**config.mk**
```make
export PLATFORM = sky130hd
export DESIGN_NAME = dog_timeout_reset_flag_top
export DESIGN_NICKNAME = d
export VERILOG_FILES = /design/src/rtl/dog_timeout_reset_flag_pkg.sv /design/src/rtl/dog_timeout_reset_flag_sync.sv /design/src/rtl/dog_timeout_reset_flag_top.sv
export VERILOG_INCLUDE_DIRS = /design/src /design/src/rtl
export SDC_FILE = /design/constraint.sdc
export NUM_CORES = 1
export LEC_CHECK = 0
export CORE_ASPECT_RATIO = 2
export CORE_MARGIN = 2
export CORE_UTILIZATION = 41
export DETAILED_ROUTE_END_ITERATION = 10
export DONT_BUFFER_PORTS = 1
export HOLD_SLACK_MARGIN = 0.02
export PLACE_DENSITY = 0.66
export SLEW_MARGIN = 20
export SYNTH_ARGS = -nofsm -noshare
export SYNTH_HDL_FRONTEND = slang
export SYNTH_HIERARCHICAL = 1
export SYNTH_SLANG_ARGS = --single-unit
export TNS_END_PERCENT = 10
```
**constraint.sdc**
```tcl
create_clock -name clk -period 1.8 [get_ports clk]
set_input_delay 0.36 -clock clk [delete_from_list [all_inputs] [get_ports clk]]
set_output_delay 0.36 -clock clk [all_outputs]
set_load 0.02 [all_outputs]
```
**src/rtl/dog_timeout_reset_flag_defs.svh**
```systemverilog
/*
  Constants of the watchdog and reset-cause block: register offsets, bit
  positions, reset values and timing counts.
  Assumes inclusion by bare name from any design file that needs them.
*/
`ifndef DOG_TIMEOUT_RESET_FLAG_DEFS_SVH
`define DOG_TIMEOUT_RESET_FLAG_DEFS_SVH

`define DOG_TIMEOUT_RESET_FLAG_ADDR_W        8
`define DOG_TIMEOUT_RESET_FLAG_OFS_STATUS    8'h00
`define DOG_TIMEOUT_RESET_FLAG_OFS_CONTROL   8'h04

`define DOG_TIMEOUT_RESET_FLAG_BIT_DBG       4
`define DOG_TIMEOUT_RESET_FLAG_BIT_DOG       3
`define DOG_TIMEOUT_RESET_FLAG_BIT_BOR       2
`define DOG_TIMEOUT_RESET_FLAG_BIT_PIN       1
`define DOG_TIMEOUT_RESET_FLAG_BIT_POR       0
`define DOG_TIMEOUT_RESET_FLAG_BIT_UNLOCK    4
`define DOG_TIMEOUT_RESET_FLAG_BIT_ENABLE    3
`define DOG_TIMEOUT_RESET_FLAG_SEL_HI        2
`define DOG_TIMEOUT_RESET_FLAG_SEL_LO        0

`define DOG_TIMEOUT_RESET_FLAG_FLAGS_RST     5'h01
`define DOG_TIMEOUT_RESET_FLAG_SEL_RST       3'h0

`define DOG_TIMEOUT_RESET_FLAG_UNLOCK_CYCLES 3'h4
`define DOG_TIMEOUT_RESET_FLAG_CLK_HZ        40_000_000
`define DOG_TIMEOUT_RESET_FLAG_OSC_HZ        1_000_000
`define DOG_TIMEOUT_RESET_FLAG_BASE_CYCLES   16384
`define DOG_TIMEOUT_RESET_FLAG_CNT_W         21

`endif

```
**src/rtl/dog_timeout_reset_flag_pkg.sv**
```systemverilog
/*
  Types of the watchdog and reset-cause block: APB carriers and the state
  record of the top module.
  Assumes dog_timeout_reset_flag_defs.svh is on the include path.
*/
`include "dog_timeout_reset_flag_defs.svh"

package dog_timeout_reset_flag_pkg;

  typedef struct packed {
    logic                      psel;
    logic                      penable;
    logic                      pwrite;
    logic [`DOG_TIMEOUT_RESET_FLAG_ADDR_W-1:0]   paddr;
    logic [31:0]               pwdata;
  } dog_timeout_reset_flag_apb_req_t;

  typedef struct packed {
    logic                      pready;
    logic                      pslverr;
    logic [31:0]               prdata;
  } dog_timeout_reset_flag_apb_rsp_t;

  typedef struct packed {
    logic                      dbg;
    logic                      bor;
    logic                      ext;
    logic                      por;
  } dog_timeout_reset_flag_src_t;

  typedef struct packed {
    dog_timeout_reset_flag_apb_rsp_t             rsp;
    logic [4:0]                flags;
    logic                      level2;
    logic                      enable;
    logic [2:0]                unlock_ctr;
    logic [2:0]                sel;
    logic [`DOG_TIMEOUT_RESET_FLAG_CNT_W-1:0]    count;
    logic                      osc_prev;
    logic                      wdt_pulse;
  } dog_timeout_reset_flag_state_t;

endpackage : dog_timeout_reset_flag_pkg

```
**src/rtl/dog_timeout_reset_flag_sync.sv**
```systemverilog
/*
  Two-stage synchroniser for a group of pins.
  Assumes the inputs are levels that stay stable for several clock periods.
*/
module dog_timeout_reset_flag_sync #(
  parameter int WIDTH = 1
) (
  input  wire logic             clk,
  input  wire logic [WIDTH-1:0] din,
  output logic      [WIDTH-1:0] dout
);

  logic [WIDTH-1:0] stage1;

  if (WIDTH < 1) begin : g_bad_width
    $error("dog_timeout_reset_flag_sync needs at least one bit");
  end

  always_ff @(posedge clk) begin
    stage1 <= din;
    dout   <= stage1;
  end

endmodule : dog_timeout_reset_flag_sync

```
**src/rtl/dog_timeout_reset_flag_top.sv**
```systemverilog
/*
  Watchdog timer with a protected control register and a reset-cause
  status register, reached over APB.
  Assumes the reset sources, the watchdog oscillator and the safety fuse
  arrive as asynchronous levels, and the restart strobe comes from the
  processor on clk.
*/
// Overview of operation
// - Debug-port reset sets status bit 4.
// - Watchdog reset sets status bit 3.
// - Brown-out reset sets status bit 2.
// - Pin reset sets status bit 1.
// - Power-on reset sets status bit 0.
// - Power-on or zero write clears bits 4..1.
// - Power-on flag cleared only by zero write.
// - Counter advances on separate 1 MHz oscillator.
// - Restart instruction zeroes the count.
// - Disable or chip reset zeroes count.
// - Expiry without restart resets the chip.
// - Fuse selects safety level one or two.
// - Level two never disables the watchdog.
// - Enable bit 3 enables or disables.
// - Disable needs unlock bit currently set.
// - Unlock bit self-clears after four cycles.
// - Period change only while unlock set.
// - Select code doubles timeout from 16K.
// - Expiry gives one-cycle reset pulse.
// - Level one enables without unlock.
// - Level two reads enable as one.
// - Level two second write updates period only.
`include "dog_timeout_reset_flag_defs.svh"

module dog_timeout_reset_flag_top #(
  parameter int BASE_CYCLES = `DOG_TIMEOUT_RESET_FLAG_BASE_CYCLES
) (
  input  wire logic                   clk,
  input  wire logic                   rst,
  input  wire dog_timeout_reset_flag_pkg::dog_timeout_reset_flag_apb_req_t apb_req,
  output dog_timeout_reset_flag_pkg::dog_timeout_reset_flag_apb_rsp_t      apb_rsp,
  input  wire dog_timeout_reset_flag_pkg::dog_timeout_reset_flag_src_t     reset_sources,
  input  wire logic                   watchdog_osc,
  input  wire logic                   safety_level_fuse,
  input  wire logic                   timer_restart_instruction,
  output logic                        watchdog_reset_pulse
);

  localparam int CNT_W    = `DOG_TIMEOUT_RESET_FLAG_CNT_W;
  localparam int CLK_PER_OSC = `DOG_TIMEOUT_RESET_FLAG_CLK_HZ / `DOG_TIMEOUT_RESET_FLAG_OSC_HZ;
  localparam logic [CNT_W:0] BASE_W = (CNT_W+1)'(BASE_CYCLES);

  // The oscillator is sampled, so it must be slow enough to show both levels.
  if (CLK_PER_OSC < 4) begin : g_bad_osc
    $error("watchdog oscillator too fast for the system clock");
  end
  if (BASE_CYCLES < 1 || BASE_CYCLES > `DOG_TIMEOUT_RESET_FLAG_BASE_CYCLES) begin : g_bad_base
    $error("BASE_CYCLES out of range for the counter width");
  end

  dog_timeout_reset_flag_pkg::dog_timeout_reset_flag_state_t s;
  dog_timeout_reset_flag_pkg::dog_timeout_reset_flag_state_t next_s;
  dog_timeout_reset_flag_pkg::dog_timeout_reset_flag_src_t   src_s;
  logic                  osc_s;
  logic                  fuse_s;
  logic [CNT_W:0]        limit;
  logic [CNT_W:0]        term;
  logic                  osc_rise;
  logic                  chip_rst;
  logic                  unlock_on;
  logic                  access;
  logic                  take;
  logic                  hit;
  logic                  wr_stat;
  logic                  wr_ctrl;
  logic [31:0]           rd_word;

  dog_timeout_reset_flag_sync #(
    .WIDTH (6)
  ) u_sync (
    .clk  (clk),
    .din  ({reset_sources, watchdog_osc, safety_level_fuse}),
    .dout ({src_s, osc_s, fuse_s})
  );

  assign apb_rsp              = s.rsp;
  assign watchdog_reset_pulse = s.wdt_pulse;

  always_comb begin
    next_s    = s;
    osc_rise  = osc_s & ~s.osc_prev;
    unlock_on = s.unlock_ctr != 3'h0;
    chip_rst  = src_s.dbg | src_s.bor | src_s.ext | src_s.por | s.wdt_pulse;
    limit     = BASE_W << s.sel;
    term      = limit - (CNT_W+1)'(1);
    access    = apb_req.psel & apb_req.penable;
    take      = access & s.rsp.pready;
    hit       = apb_req.paddr == `DOG_TIMEOUT_RESET_FLAG_OFS_STATUS || apb_req.paddr == `DOG_TIMEOUT_RESET_FLAG_OFS_CONTROL;
    wr_stat   = take & apb_req.pwrite & (apb_req.paddr == `DOG_TIMEOUT_RESET_FLAG_OFS_STATUS);
    wr_ctrl   = take & apb_req.pwrite & (apb_req.paddr == `DOG_TIMEOUT_RESET_FLAG_OFS_CONTROL);
    rd_word   = 32'h0000_0000;
    if (apb_req.paddr == `DOG_TIMEOUT_RESET_FLAG_OFS_STATUS) begin
      rd_word[4:0] = s.flags;
    end else if (apb_req.paddr == `DOG_TIMEOUT_RESET_FLAG_OFS_CONTROL) begin
      rd_word[`DOG_TIMEOUT_RESET_FLAG_BIT_UNLOCK]          = unlock_on;
      rd_word[`DOG_TIMEOUT_RESET_FLAG_BIT_ENABLE]          = s.enable | s.level2;
      rd_word[`DOG_TIMEOUT_RESET_FLAG_SEL_HI:`DOG_TIMEOUT_RESET_FLAG_SEL_LO] = s.sel;
    end

    // Bus slave: one wait state, answer registered so the outputs are flops.
    next_s.rsp.pready  = 1'b0;
    next_s.rsp.pslverr = 1'b0;
    if (access & ~s.rsp.pready) begin
      next_s.rsp.pready  = 1'b1;
      next_s.rsp.pslverr = ~hit;
      next_s.rsp.prdata  = apb_req.pwrite ? 32'h0000_0000 : rd_word;
    end

    if (unlock_on) begin
      next_s.unlock_ctr = s.unlock_ctr - 3'h1;
    end

    if (wr_ctrl) begin
      if (apb_req.pwdata[`DOG_TIMEOUT_RESET_FLAG_BIT_UNLOCK] & apb_req.pwdata[`DOG_TIMEOUT_RESET_FLAG_BIT_ENABLE]) begin
        next_s.unlock_ctr = `DOG_TIMEOUT_RESET_FLAG_UNLOCK_CYCLES;
      end
      if (s.level2) begin
        next_s.enable = 1'b1;
      end else if (apb_req.pwdata[`DOG_TIMEOUT_RESET_FLAG_BIT_ENABLE]) begin
        next_s.enable = 1'b1;
      end else if (unlock_on) begin
        next_s.enable = 1'b0;
      end
      if (unlock_on) begin
        next_s.sel = apb_req.pwdata[`DOG_TIMEOUT_RESET_FLAG_SEL_HI:`DOG_TIMEOUT_RESET_FLAG_SEL_LO];
      end
    end

    next_s.osc_prev  = osc_s;
    next_s.wdt_pulse = 1'b0;
    if (chip_rst | timer_restart_instruction | ~s.enable) begin
      next_s.count = '0;
    end else if (osc_rise) begin
      // A period shortened in mid-count still expires at the next tick.
      if ({1'b0, s.count} >= term) begin
        next_s.count     = '0;
        next_s.wdt_pulse = 1'b1;
      end else begin
        next_s.count = s.count + CNT_W'(1);
      end
    end

    // A chip reset restores the control register to its fuse-given state.
    if (chip_rst) begin
      next_s.enable     = s.level2;
      next_s.sel        = `DOG_TIMEOUT_RESET_FLAG_SEL_RST;
      next_s.unlock_ctr = 3'h0;
    end

    // Clears first, then sets, so an event in a clearing cycle is kept.
    if (src_s.por) begin
      next_s.flags[4:1] = 4'h0;
    end
    if (wr_stat) begin
      next_s.flags = next_s.flags & apb_req.pwdata[4:0];
    end
    next_s.flags[`DOG_TIMEOUT_RESET_FLAG_BIT_DBG] = next_s.flags[`DOG_TIMEOUT_RESET_FLAG_BIT_DBG] | src_s.dbg;
    next_s.flags[`DOG_TIMEOUT_RESET_FLAG_BIT_DOG] = next_s.flags[`DOG_TIMEOUT_RESET_FLAG_BIT_DOG] | next_s.wdt_pulse;
    next_s.flags[`DOG_TIMEOUT_RESET_FLAG_BIT_BOR] = next_s.flags[`DOG_TIMEOUT_RESET_FLAG_BIT_BOR] | src_s.bor;
    next_s.flags[`DOG_TIMEOUT_RESET_FLAG_BIT_PIN] = next_s.flags[`DOG_TIMEOUT_RESET_FLAG_BIT_PIN] | src_s.ext;
    next_s.flags[`DOG_TIMEOUT_RESET_FLAG_BIT_POR] = next_s.flags[`DOG_TIMEOUT_RESET_FLAG_BIT_POR] | src_s.por;

    if (rst) begin
      next_s        = '0;
      next_s.flags  = `DOG_TIMEOUT_RESET_FLAG_FLAGS_RST;
      next_s.level2 = fuse_s;
      next_s.enable = fuse_s;
      next_s.osc_prev = osc_s;
    end
  end

  always_ff @(posedge clk) begin
    s <= next_s;
  end
endmodule : dog_timeout_reset_flag_top

```
==> results of run 1 <==
[where the power goes]
part,internal [mW],switching (mW)
Clock,0.552,0.407
Combinational,0.0260,0.0699
Sequential,1.25,0.0186
Total,1.82,0.496
[flip-flops by register name, summed over array words and instances (netlist names)]
signal and cells:
u_sync/dout 6, watchdog_reset_pulse 1, apb_rsp 7, s 35, u_sync/stage1 6
[cells by family (layout without fill, tap and decap cells)]
kind of cell | after synthesis | count (layout)
compound gates | 38 | 38
xor+xnor | 21 | 21
fa+ha+maj | 10 | 10
buf+inv | 50 | 40
flops | 55 | 55
mux | 4 | 4
other cells | 1 | 27
simple gates | 118 | 118
[placed cells by master (no fill, tap or decap), drive strengths merged, types with 10 or more instances in the layout]
cell	n
a21oi	15
buf	22
conb	27
dfxtp	53
ha	10
inv	10
nand2	13
nand3	14
nor2	33
nor3	19
o21ai	12
xnor2	17
[per-stage QoR]
stage	util [%]	std cells	hold slack (ns)	power (mW)	setup WS, ns
2_1_floorplan	-	323	0.310	1.43	0.00883
3_3_place_gp	43.0	393	0.313	1.39	-0.178
3_5_place_dp	43.0	393	0.312	1.39	-0.264
4_1_cts	45.8	401	0.0888	2.34	-0.00983
5_1_grt	46.2	401	0.0837	2.39	-0.0406
6_report	46.2	401	0.0934	2.32	0.0524
[timing repair]
action,CTS,global route
resized for setup,8,8
pin swaps,0,2
hold endpoints to repair,0,0
setup endpoints to repair,23,16
[cell type report]
type	instances	share of cell area, %
Multi-Input combinational cell	218	47.1
Sequential cell	55	37.6
Timing Repair Buffer	22	5.49
Clock buffer	7	4.74
Tap cell	88	3.66
Inverter	10	1.25
Clock inverter	1	0.166
[per-layer routing]
| metal | global-route usage [%] | share of wire (%) | vias to the layer above |
|---|---|---|---|
| met3 | 3.80 | 5.0 | 8 |
| li1 | - | - | 1003 |
| met2 | 24.6 | 50 | 52 |
| met4 | 4.92 | 1.5 | 0 |
| met1 | 18.9 | 44 | 930 |
| met5 | 0 | 0 | - |
[synth_stat cells (all sizes together), types with 3 or more instances]
cell type | instances | area, um^2
dfxtp | 53 | 1060
buf | 37 | 275
nor2 | 33 | 131
nor3 | 19 | 125
xnor2 | 17 | 149
a21oi | 15 | 75.1
nand3 | 14 | 70.1
nand2 | 13 | 48.8
o21ai | 12 | 60.1
ha | 10 | 125
inv | 10 | 37.5
nor4 | 7 | 80.1
nand4 | 6 | 43.8
a22oi | 5 | 37.5
nor2b | 5 | 31.3
or4 | 5 | 41.3
and4 | 4 | 35.0
xor2 | 4 | 35.0
clkbuf | 3 | 11.3
mux2 | 3 | 33.8
nand3b | 3 | 22.5
nand4b | 3 | 32.5
or2 | 3 | 18.8
[path summary, 6_finish.rpt]
| path | end | slack (ns) | startpoint | depth (start not counted) |
|---|---|---|---|---|
| hold reg to reg | u_sync/dout[5] | 0.33 | u_sync/stage1[5] | 0 |
| setup reg to reg | s[8] | 0.05 | s[24] | 7 |
| hold / removal | u_sync/stage1[5] | 0.09 | reset_sources[3] | 0 |
| setup / recovery | s[8] | 0.05 | s[24] | 7 |
[worst reg2reg max path: cells and delay by family, from the launching register on]
kind	cells	cell delay, ns
and+or+nand+nor	2	0.41
AOI/OAI and AO/OA	4	0.63
adders and majority gates	1	0.27
DFF	1	0.37
==> run_results.csv, run 1 <==
group,metric,value,unit
status,status,"completed",
placed_design,gp_congestion,0.892,
drt,finalWirelength,5.22,mm
setup_path,crit_top_cell,"a21oi_1",
timing,hold_viol_final,0,
drt,drt-pass1-iter-count,4,
timing,fmax,572,MHz
yosys,ys_warn_count,6,
pwr,p_leak,1.07,nW
global_routing,grt_pass1_wl,8.69,mm
setup_path,worst_ep_required_time,2.02,ns
pwr,power_density,771,nW/um^2
clock_network,h-tree-depth,2,
drt,vias,1993,
timing,rsz0062_at_grt,"yes",
setup_path,cpPeakStageDelay,0.37,ns
timing,fin_crit_sh,97.1,%
yosys,muxShareOfSynthArea,1.61,%
setup_path,cp.arrival,1.97,ns
setup_path,critPathKind,"register to register",
floorplanning,start_util,41.7,%
drt,wl_per_cell,13.0,um
drt,drt_iter0_markers,169,
clock_network,cts_tree,"yes",
yosys,synth-compound-area-share,8.01,%
yosys,synth_edf_count,2,
global_routing,grt-ovfl-total,0,
drt,drc,0,
timing,finClkSkew,0.00713,ns
global_routing,antenna_found_initial,0,
yosys,synthArstFlopShare,0,%
finish,fill_cells,654,
clock_network,post_cts_buffers,0,
drt,postRouteAntennaNets,0,
timing,setup_viol,0,
finish,seqCellArea,1130,um^2
yosys,yosys_register_bits,55,
setup_path,cp_slowest_cell,"dfxtp_4",
clock_network,cts_buffers,5,
yosys,avgSynthCellArea,9.15,um^2
setup_path,worstPathMaxFanout,8,
clock_network,hold_buffers,0,
floorplanning,coreArea,6520,um^2
clock_network,clk_pin_slew,0.07,ns
finish,syn_to_final_growth,10.6,%
clock_network,clock_sinks,55,
yosys,syn-cell-area,2720,um^2
setup_path,cp_top_family,"compound AO/OA/AOI/OAI gates",
floorplanning,die_y,119,um
yosys,synthAdderAreaFrac,4.60,%
pwr,vdd_drop_max,774,uV
floorplanning,die_w,61.6,um
setup_path,path_cells,"a21oi_1 -> ha_1 -> a21oi_1 -> a21oi_1 -> o21a_4 -> or2_2 -> nor2_1",
global_routing,grt_pass1_vias,2017,
finish,final_area,3010,um^2
floorplanning,ios,87,
floorplanning,die_area,7340,um^2
job,cap_violations,0,
clock_network,clockBufferDepth,2,
yosys,ys.flop_type,"dfxtp_1",
timing,maxSlewViolCount,0,
yosys,synth-seq-area-share,41.2,%
placed_design,dp_hpwl,4.08,mm
global_routing,grt_start_max_net_pins,17,
placed_design,io_buffer_count,0,
finish,multi_input_comb_area,1420,um^2
yosys,synth_xor_area_share,6.76,%
clock_network,worstSkewPairLatency,0.29,ns
finish,nets,374,
floorplanning,placementRows,42,
setup_path,endpoint_kind,"register",
hold_path,min_path_type,"input port to register",
yosys,yosys.cell_types.count,44,
clock_network,root_buffer,"clkbuf_16",
timing,fin_setup_tns,0,ns
yosys,synth_top_family_by_area,"simple AND/OR/NAND/NOR gates",
placed_design,placed_cell_area,2810,um^2
global_routing,grt_use_total,15.1,%
finish,antenna_cells,0,
drt,vias_per_cell,4.97,
timing,period_minus_slack,1.75,ns
yosys,syn_inst,297,
setup_path,cp-start-kind,"register",
setup_path,crit_buf_inv,0,
finish,drive_above_1_share,19.5,%
yosys,synth_simple_gate_area_share,25.7,%
No activity file was read; power rests on OpenSTA's default activity.
==> run 2: changes to the inputs <==
Settings changed: SKIP_LAST_GASP set to 1, SYNTH_HIERARCHICAL 1 to not set.
==> run_results.csv, run 2 <==
group,metric,value,unit
status,status,"complete, but fails checks",
status,violations,"negative setup slack",
finish,seqCellArea,1130,um^2
yosys,synth_top_cell_area_share,39.6,%
pwr,power_switching,560,uW
drt,wl_per_cell,15.2,um
finish,nets,380,
pwr,p_leak,1.24,nW
finish,syn_to_final_growth,21.9,%
setup_path,cpPeakStageDelay,0.41,ns
timing,fin_setup_tns,-1.94,ns
timing,rsz0062_at_grt,"yes",
setup_path,crit_top_cell,"nand3_4",
yosys,syn_inst,292,
floorplanning,start_util,42.5,%
yosys,avgSynthCellArea,9.18,um^2
finish,regMostFlops,"s",
job,cap_violations,0,
placed_design,gp_congestion,0.832,
yosys,synthTopCellsByArea,"dfxtp_1 40%, buf_4 9.5%, ha_1 4.7%, xor2_1 3.9%, nor2_1 3.8%",
setup_path,worstPathMaxFanout,7,
drt,drc,0,
finish,fin_cells,405,
yosys,synth_area_leader_cell,"dfxtp_1",
finish,largest_reg_flops,35,
timing,maxSlewViolCount,0,
timing,fin_crit_sh,107,%
pwr,vdd_drop_max,382,uV
setup_path,worst_ep_required_time,2.04,ns
yosys,synthArstFlopShare,0,%
yosys,synth-seq-area-share,41.8,%
finish,final_common_cell,"dfxtp_1",
clock_network,cts_buffers,5,
yosys,ys.flop_type,"dfxtp_1",
pwr,comb_power_share,4.6,%
global_routing,antenna_found_initial,0,
floorplanning,die_area,7240,um^2
finish,antenna_cells,0,
drt,finalWirelength,6.16,mm
drt,drt-pass1-iter-count,6,
timing,fmax,517,MHz
hold_path,min_path_type,"input port to register",
clock_network,root_buffer,"clkbuf_16",
drt,vias,2077,
yosys,ys_warn_count,0,
yosys,yosys.cell_types.count,44,
finish,multi_input_comb_area,1540,um^2
finish,final_area,3270,um^2
timing,hold_viol_final,0,
floorplanning,coreArea,6310,um^2
yosys,yosysMostFrequentCell,"dfxtp_1",
floorplanning,die_y,118,um
pwr,p_seq_share,53.4,%
clock_network,worstSkewPairLatency,0.30,ns
finish,layout_common_cells,"50 x dfxtp_1, 27 x nor2_1, 27 x conb_1, 26 x buf_4, 19 x nand2_1",
finish,fill_cells,571,
clock_network,clock_sinks,55,
clock_network,clockBufferDepth,2,
timing,setup_viol,23,
placed_design,dp_hpwl,4.34,mm
yosys,yosys_register_bits,55,
setup_path,cp_top_family,"simple AND/OR/NAND/NOR gates",
setup_path,cp-start-kind,"register",
setup_path,cp.arrival,2.18,ns
drt,vias_per_cell,5.13,
floorplanning,ios,87,
setup_path,path_cells,"nand3_4 -> ha_4 -> nand3_4 -> nor4_4 -> buf_4 -> nand2_4 -> a211oi_4 -> nand2b_4",
pwr,switching_share,23.7,%
yosys,syn-cell-area,2680,um^2
global_routing,grt_start_max_net_pins,20,
placed_design,placed_cell_area,2790,um^2
drt,postRouteAntennaNets,0,
yosys,synth_edf_count,2,
placed_design,dp_cells,384,
timing,finClkSkew,0.00877,ns
global_routing,grt_pass1_wl,9.36,mm
timing,hold_ws,0.0763,ns
setup_path,critPathKind,"register to register",
pwr,p_int,1.80,mW
yosys,synthTopCellsByCount,"53 x dfxtp_1, 34 x buf_4, 27 x nor2_1, 21 x nand2_1, 14 x nand3_1",
clock_network,h-tree-depth,2,
pwr,finalPower,2.36,mW
timing,period_minus_slack,1.93,ns
setup_path,endpoint_kind,"register",
timing,fin_ws,-0.133,ns
drt,drt_iter0_markers,123,
pwr,power_density,723,nW/um^2
floorplanning,die_w,61.2,um
clock_network,clk_pin_slew,0.08,ns
finish,drive_above_1_share,27.0,%
global_routing,grt_use_total,17.2,%
pwr,clockPowerShare,41.9,%
setup_path,cp_slowest_cell,"dfxtp_4",
clock_network,cts_tree,"yes",
setup_path,crit_buf_inv,1,
global_routing,grt_pass1_vias,2134,
floorplanning,placementRows,41,
clock_network,hold_buffers,0,
placed_design,io_buffer_count,0,
global_routing,grt-ovfl-total,0,
==> run 2: changes by cell type after synthesis, sizes merged, moves of 5 or more <==
cell and delta:
inv -5, nand2 +8, nor3 -12, and3 +5
xnor2 -11, xor2 +8, o21ai -5, a31oi +6
nand4 +6
==> run 2: path summary, 6_finish.rpt <==
path	from	endpoint	slack (ns)	depth (start not counted)
worst max-delay path	s[25]	s[34]	-0.13	8
worst min-delay path	reset_sources[1]	u_sync.stage1[3]	0.08	0
worst max register to register	s[25]	s[34]	-0.13	8
worst min register to register	u_sync.stage1[1]	u_sync.dout[1]	0.33	0
==> run 2: cells by family after synthesis <==
group                    share of synthesized area [%]
adder cells (fa/ha/maj)                           4.67
AND/OR/NAND/NOR                                   25.0
multiplexers                                      1.63
other                                            0.140
XOR/XNOR                                          5.88
buffers and inverters                             11.4
flip-flops                                        41.8
AO/OA/AOI/OAI                                     9.48
==> run 2: stage by stage <==
step | setup slack [ns] | utilization, %
after floorplan | 0.00744 | -
after global placement | -0.169 | 44.2
after detailed placement | -0.177 | 44.2
after CTS | -0.0880 | 50.8
after global routing | -0.216 | 51.8
final | -0.133 | 51.8
==> run 2: cell type report <==
class                           count  area share [%]
Clock buffer                        5            3.83
Clock inverter                      3           0.843
Inverter                            5           0.574
Multi-Input combinational cell    218            47.1
Sequential cell                    55            34.7
Tap cell                           86            3.29
Timing Repair Buffer               33            9.65
==> run 2: worst register-to-register path, delay by kind of cell (launching register included) <==
family / cells / cell delay (ns)
buffers and inverters: 1 / 0.21
AOI/OAI and AO/OA: 1 / 0.23
adders and majority gates: 1 / 0.29
DFF: 1 / 0.41
and+or+nand+nor: 5 / 0.75
==> run 2: what timing repair did <==
| item | CTS | global route |
|---|---|---|
| buffers inserted | 9 | 2 |
| setup endpoints to repair | 23 | 23 |
| pin swaps | 12 | 6 |
| gates cloned | 2 | 0 |
| gates resized for setup | 30 | 8 |
==> run 2: power groups by stage <==
stage               clock (mW)  combinational, mW  sequential (mW)
global route              1.06              0.118             1.27
detailed placement           0              0.103             1.30
finish                   0.990              0.109             1.26
floorplan                    0              0.142             1.29
global placement             0              0.102             1.29
CTS                       1.01              0.107             1.26
==> run 2: layer usage <==
metal	vias to the layer above	share of wire, %	routed length [um]	track usage, %
li1	1008	-	-	-
met1	978	33	2040	15.0
met2	73	57	3520	32.5
met3	18	4.9	302	2.74
met4	0	4.8	297	11.3
met5	-	0	0	0
==> run 3: changes to the inputs <==
Settings changed: CORE_ASPECT_RATIO 2 to not set.
==> run_results.csv, run 3 (synthesized netlist as in run 2, its figures left out) <==
group,metric,value,unit
status,status,"complete, but fails checks",
status,violations,"negative setup slack",
setup_path,cpPeakStageDelay,0.43,ns
timing,fmax,538,MHz
drt,postRouteAntennaNets,0,
clock_network,root_buffer,"clkbuf_8",
global_routing,grt-ovfl-total,0,
global_routing,grt_use_total,14.5,%
drt,wl_per_cell,13.1,um
finish,nets,368,
timing,hold_ws,0.0654,ns
finish,final_common_cell,"dfxtp_1",
floorplanning,die_area,7200,um^2
drt,vias,1951,
placed_design,dp_hpwl,3.69,mm
timing,fin_setup_tns,-0.973,ns
drt,vias_per_cell,5.08,
placed_design,gp_congestion,0.812,
floorplanning,die_w,84.9,um
pwr,clockPowerShare,34.1,%
setup_path,worstPathMaxFanout,9,
drt,drt-pass1-iter-count,4,
hold_path,hold_path_startpoint,"reset_sources[2]",
drt,drt_iter0_markers,124,
setup_path,cp.arrival,2.06,ns
pwr,switching_share,24.8,%
timing,fin_ws,-0.0588,ns
setup_path,critPathKind,"register to register",
pwr,p_leak,1.12,nW
drt,finalWirelength,5.02,mm
pwr,comb_power_share,5.1,%
clock_network,hold_buffers,0,
floorplanning,ios,87,
setup_path,r2r-start,"s[25]",
global_routing,grt_start_max_net_pins,20,
timing,maxSlewViolCount,0,
setup_path,cp_slowest_cell,"dfxtp_4",
setup_path,worst_ep_required_time,2.01,ns
job,cap_violations,0,
global_routing,grt_pass1_wl,8.47,mm
setup_path,cp-start-kind,"register",
clock_network,clockBufferDepth,2,
finish,drive_above_1_share,23.1,%
timing,finClkSkew,0.0123,ns
timing,rsz0062_at_grt,"yes",
timing,hold_viol_final,0,
floorplanning,die_y,84.9,um
finish,regMostFlops,"s",
clock_network,cts_buffers,5,
floorplanning,start_util,42.2,%
setup_path,path_cells,"inv_1 -> ha_4 -> buf_4 -> nand4_1 -> nand3_2 -> a41oi_2 -> o21ai_4 -> buf_12 -> nor2_1",
placed_design,place_ws,-0.168,ns
finish,syn_to_final_growth,12.1,%
pwr,power_switching,515,uW
clock_network,cts_tree,"yes",
clock_network,h-tree-depth,2,
setup_path,endpoint_kind,"register",
hold_path,min_path_type,"input port to register",
global_routing,antenna_found_initial,0,
finish,layout_common_cells,"50 x dfxtp_1, 27 x conb_1, 26 x nor2_1, 20 x nand2_1, 19 x buf_4",
pwr,p_int,1.56,mW
pwr,vdd_drop_max,563,uV
floorplanning,coreArea,6350,um^2
timing,period_minus_slack,1.86,ns
floorplanning,placementRows,29,
timing,fin_crit_sh,103,%
finish,largest_reg_flops,35,
drt,drc,0,
pwr,power_density,690,nW/um^2
finish,finish.utilization,47.3,%
timing,setup_viol,19,
clock_network,worstSkewPairLatency,0.31,ns
pwr,p_seq_share,60.8,%
global_routing,grt_pass1_vias,1826,
placed_design,io_buffer_count,0,
setup_path,cp-startpoint,"s[25]",
finish,antenna_cells,0,
clock_network,clock_sinks,55,
clock_network,clk_pin_slew,0.11,ns
==> run 3: cell types whose count changed in the layout (fill, tap and decap cells not counted), moves of 2 or more <==
cell,previous run,this run
clkbuf_16,5,0
nand3_4,2,0
buf_6,4,0
clkbuf_8,0,5
ha_1,5,7
buf_4,26,19
nand3_2,2,4
==> run 3: repair_timing <==
action,CTS,global route
gates cloned,1,0
setup buffers,2,1
endpoints found under the setup margin,23,23
pin swaps,10,6
resized for setup,19,4
==> run 3: area by class of cell <==
class | instances | area [um^2]
inverters | 5 | 18.8
clock buffers | 5 | 68.8
fillers | 608 | 3350
multi-input cells | 218 | 1470
well taps | 77 | 96.3
clock inverters | 3 | 27.5
flip-flops and latches | 55 | 1130
repair buffers | 21 | 190
==> run 3: worst max-delay path: cells and delay by family (launching register included) <==
family / cells / cell delay [ns]
compound gates: 2 / 0.45
buf+inv: 3 / 0.35
flops: 1 / 0.43
fa+ha+maj: 1 / 0.28
simple gates: 3 / 0.24
==> run 3: final timing paths <==
| path | to | slack (ns) | depth (start not counted) |
|---|---|---|---|
| worst min register to register | u_sync.dout[1] | 0.34 | 0 |
| worst min-delay path | u_sync.stage1[4] | 0.07 | 0 |
| worst max register to register | s[12] | -0.06 | 9 |
| worst max-delay path | s[12] | -0.06 | 9 |
==> run 3: metal layers <==
layer | GRT usage, % | up-vias | wire length, um
li1 | - | 984 | -
met1 | 20.0 | 915 | 2420
met2 | 22.5 | 47 | 2350
met3 | 3.02 | 5 | 193
met4 | 5.05 | 0 | 64
met5 | 0 | - | 0
==> run 3: per-stage QoR <==
step	power, mW	cells	area (um^2)
4_1_cts	2.10	383	2990
3_3_place_gp	1.39	372	2750
5_1_grt	2.15	384	3000
3_5_place_dp	1.40	372	2750
6_report	2.07	384	3000
2_1_floorplan	1.43	318	2810
==> run 3: power by group through the flow <==
stage	Combinational (mW)	Clock, mW	Sequential [mW]
after global routing	0.114	0.775	1.26
final	0.105	0.707	1.26
after floorplan	0.142	0	1.29
after CTS	0.104	0.734	1.26
after global placement	0.101	0	1.29
after detailed placement	0.102	0	1.29
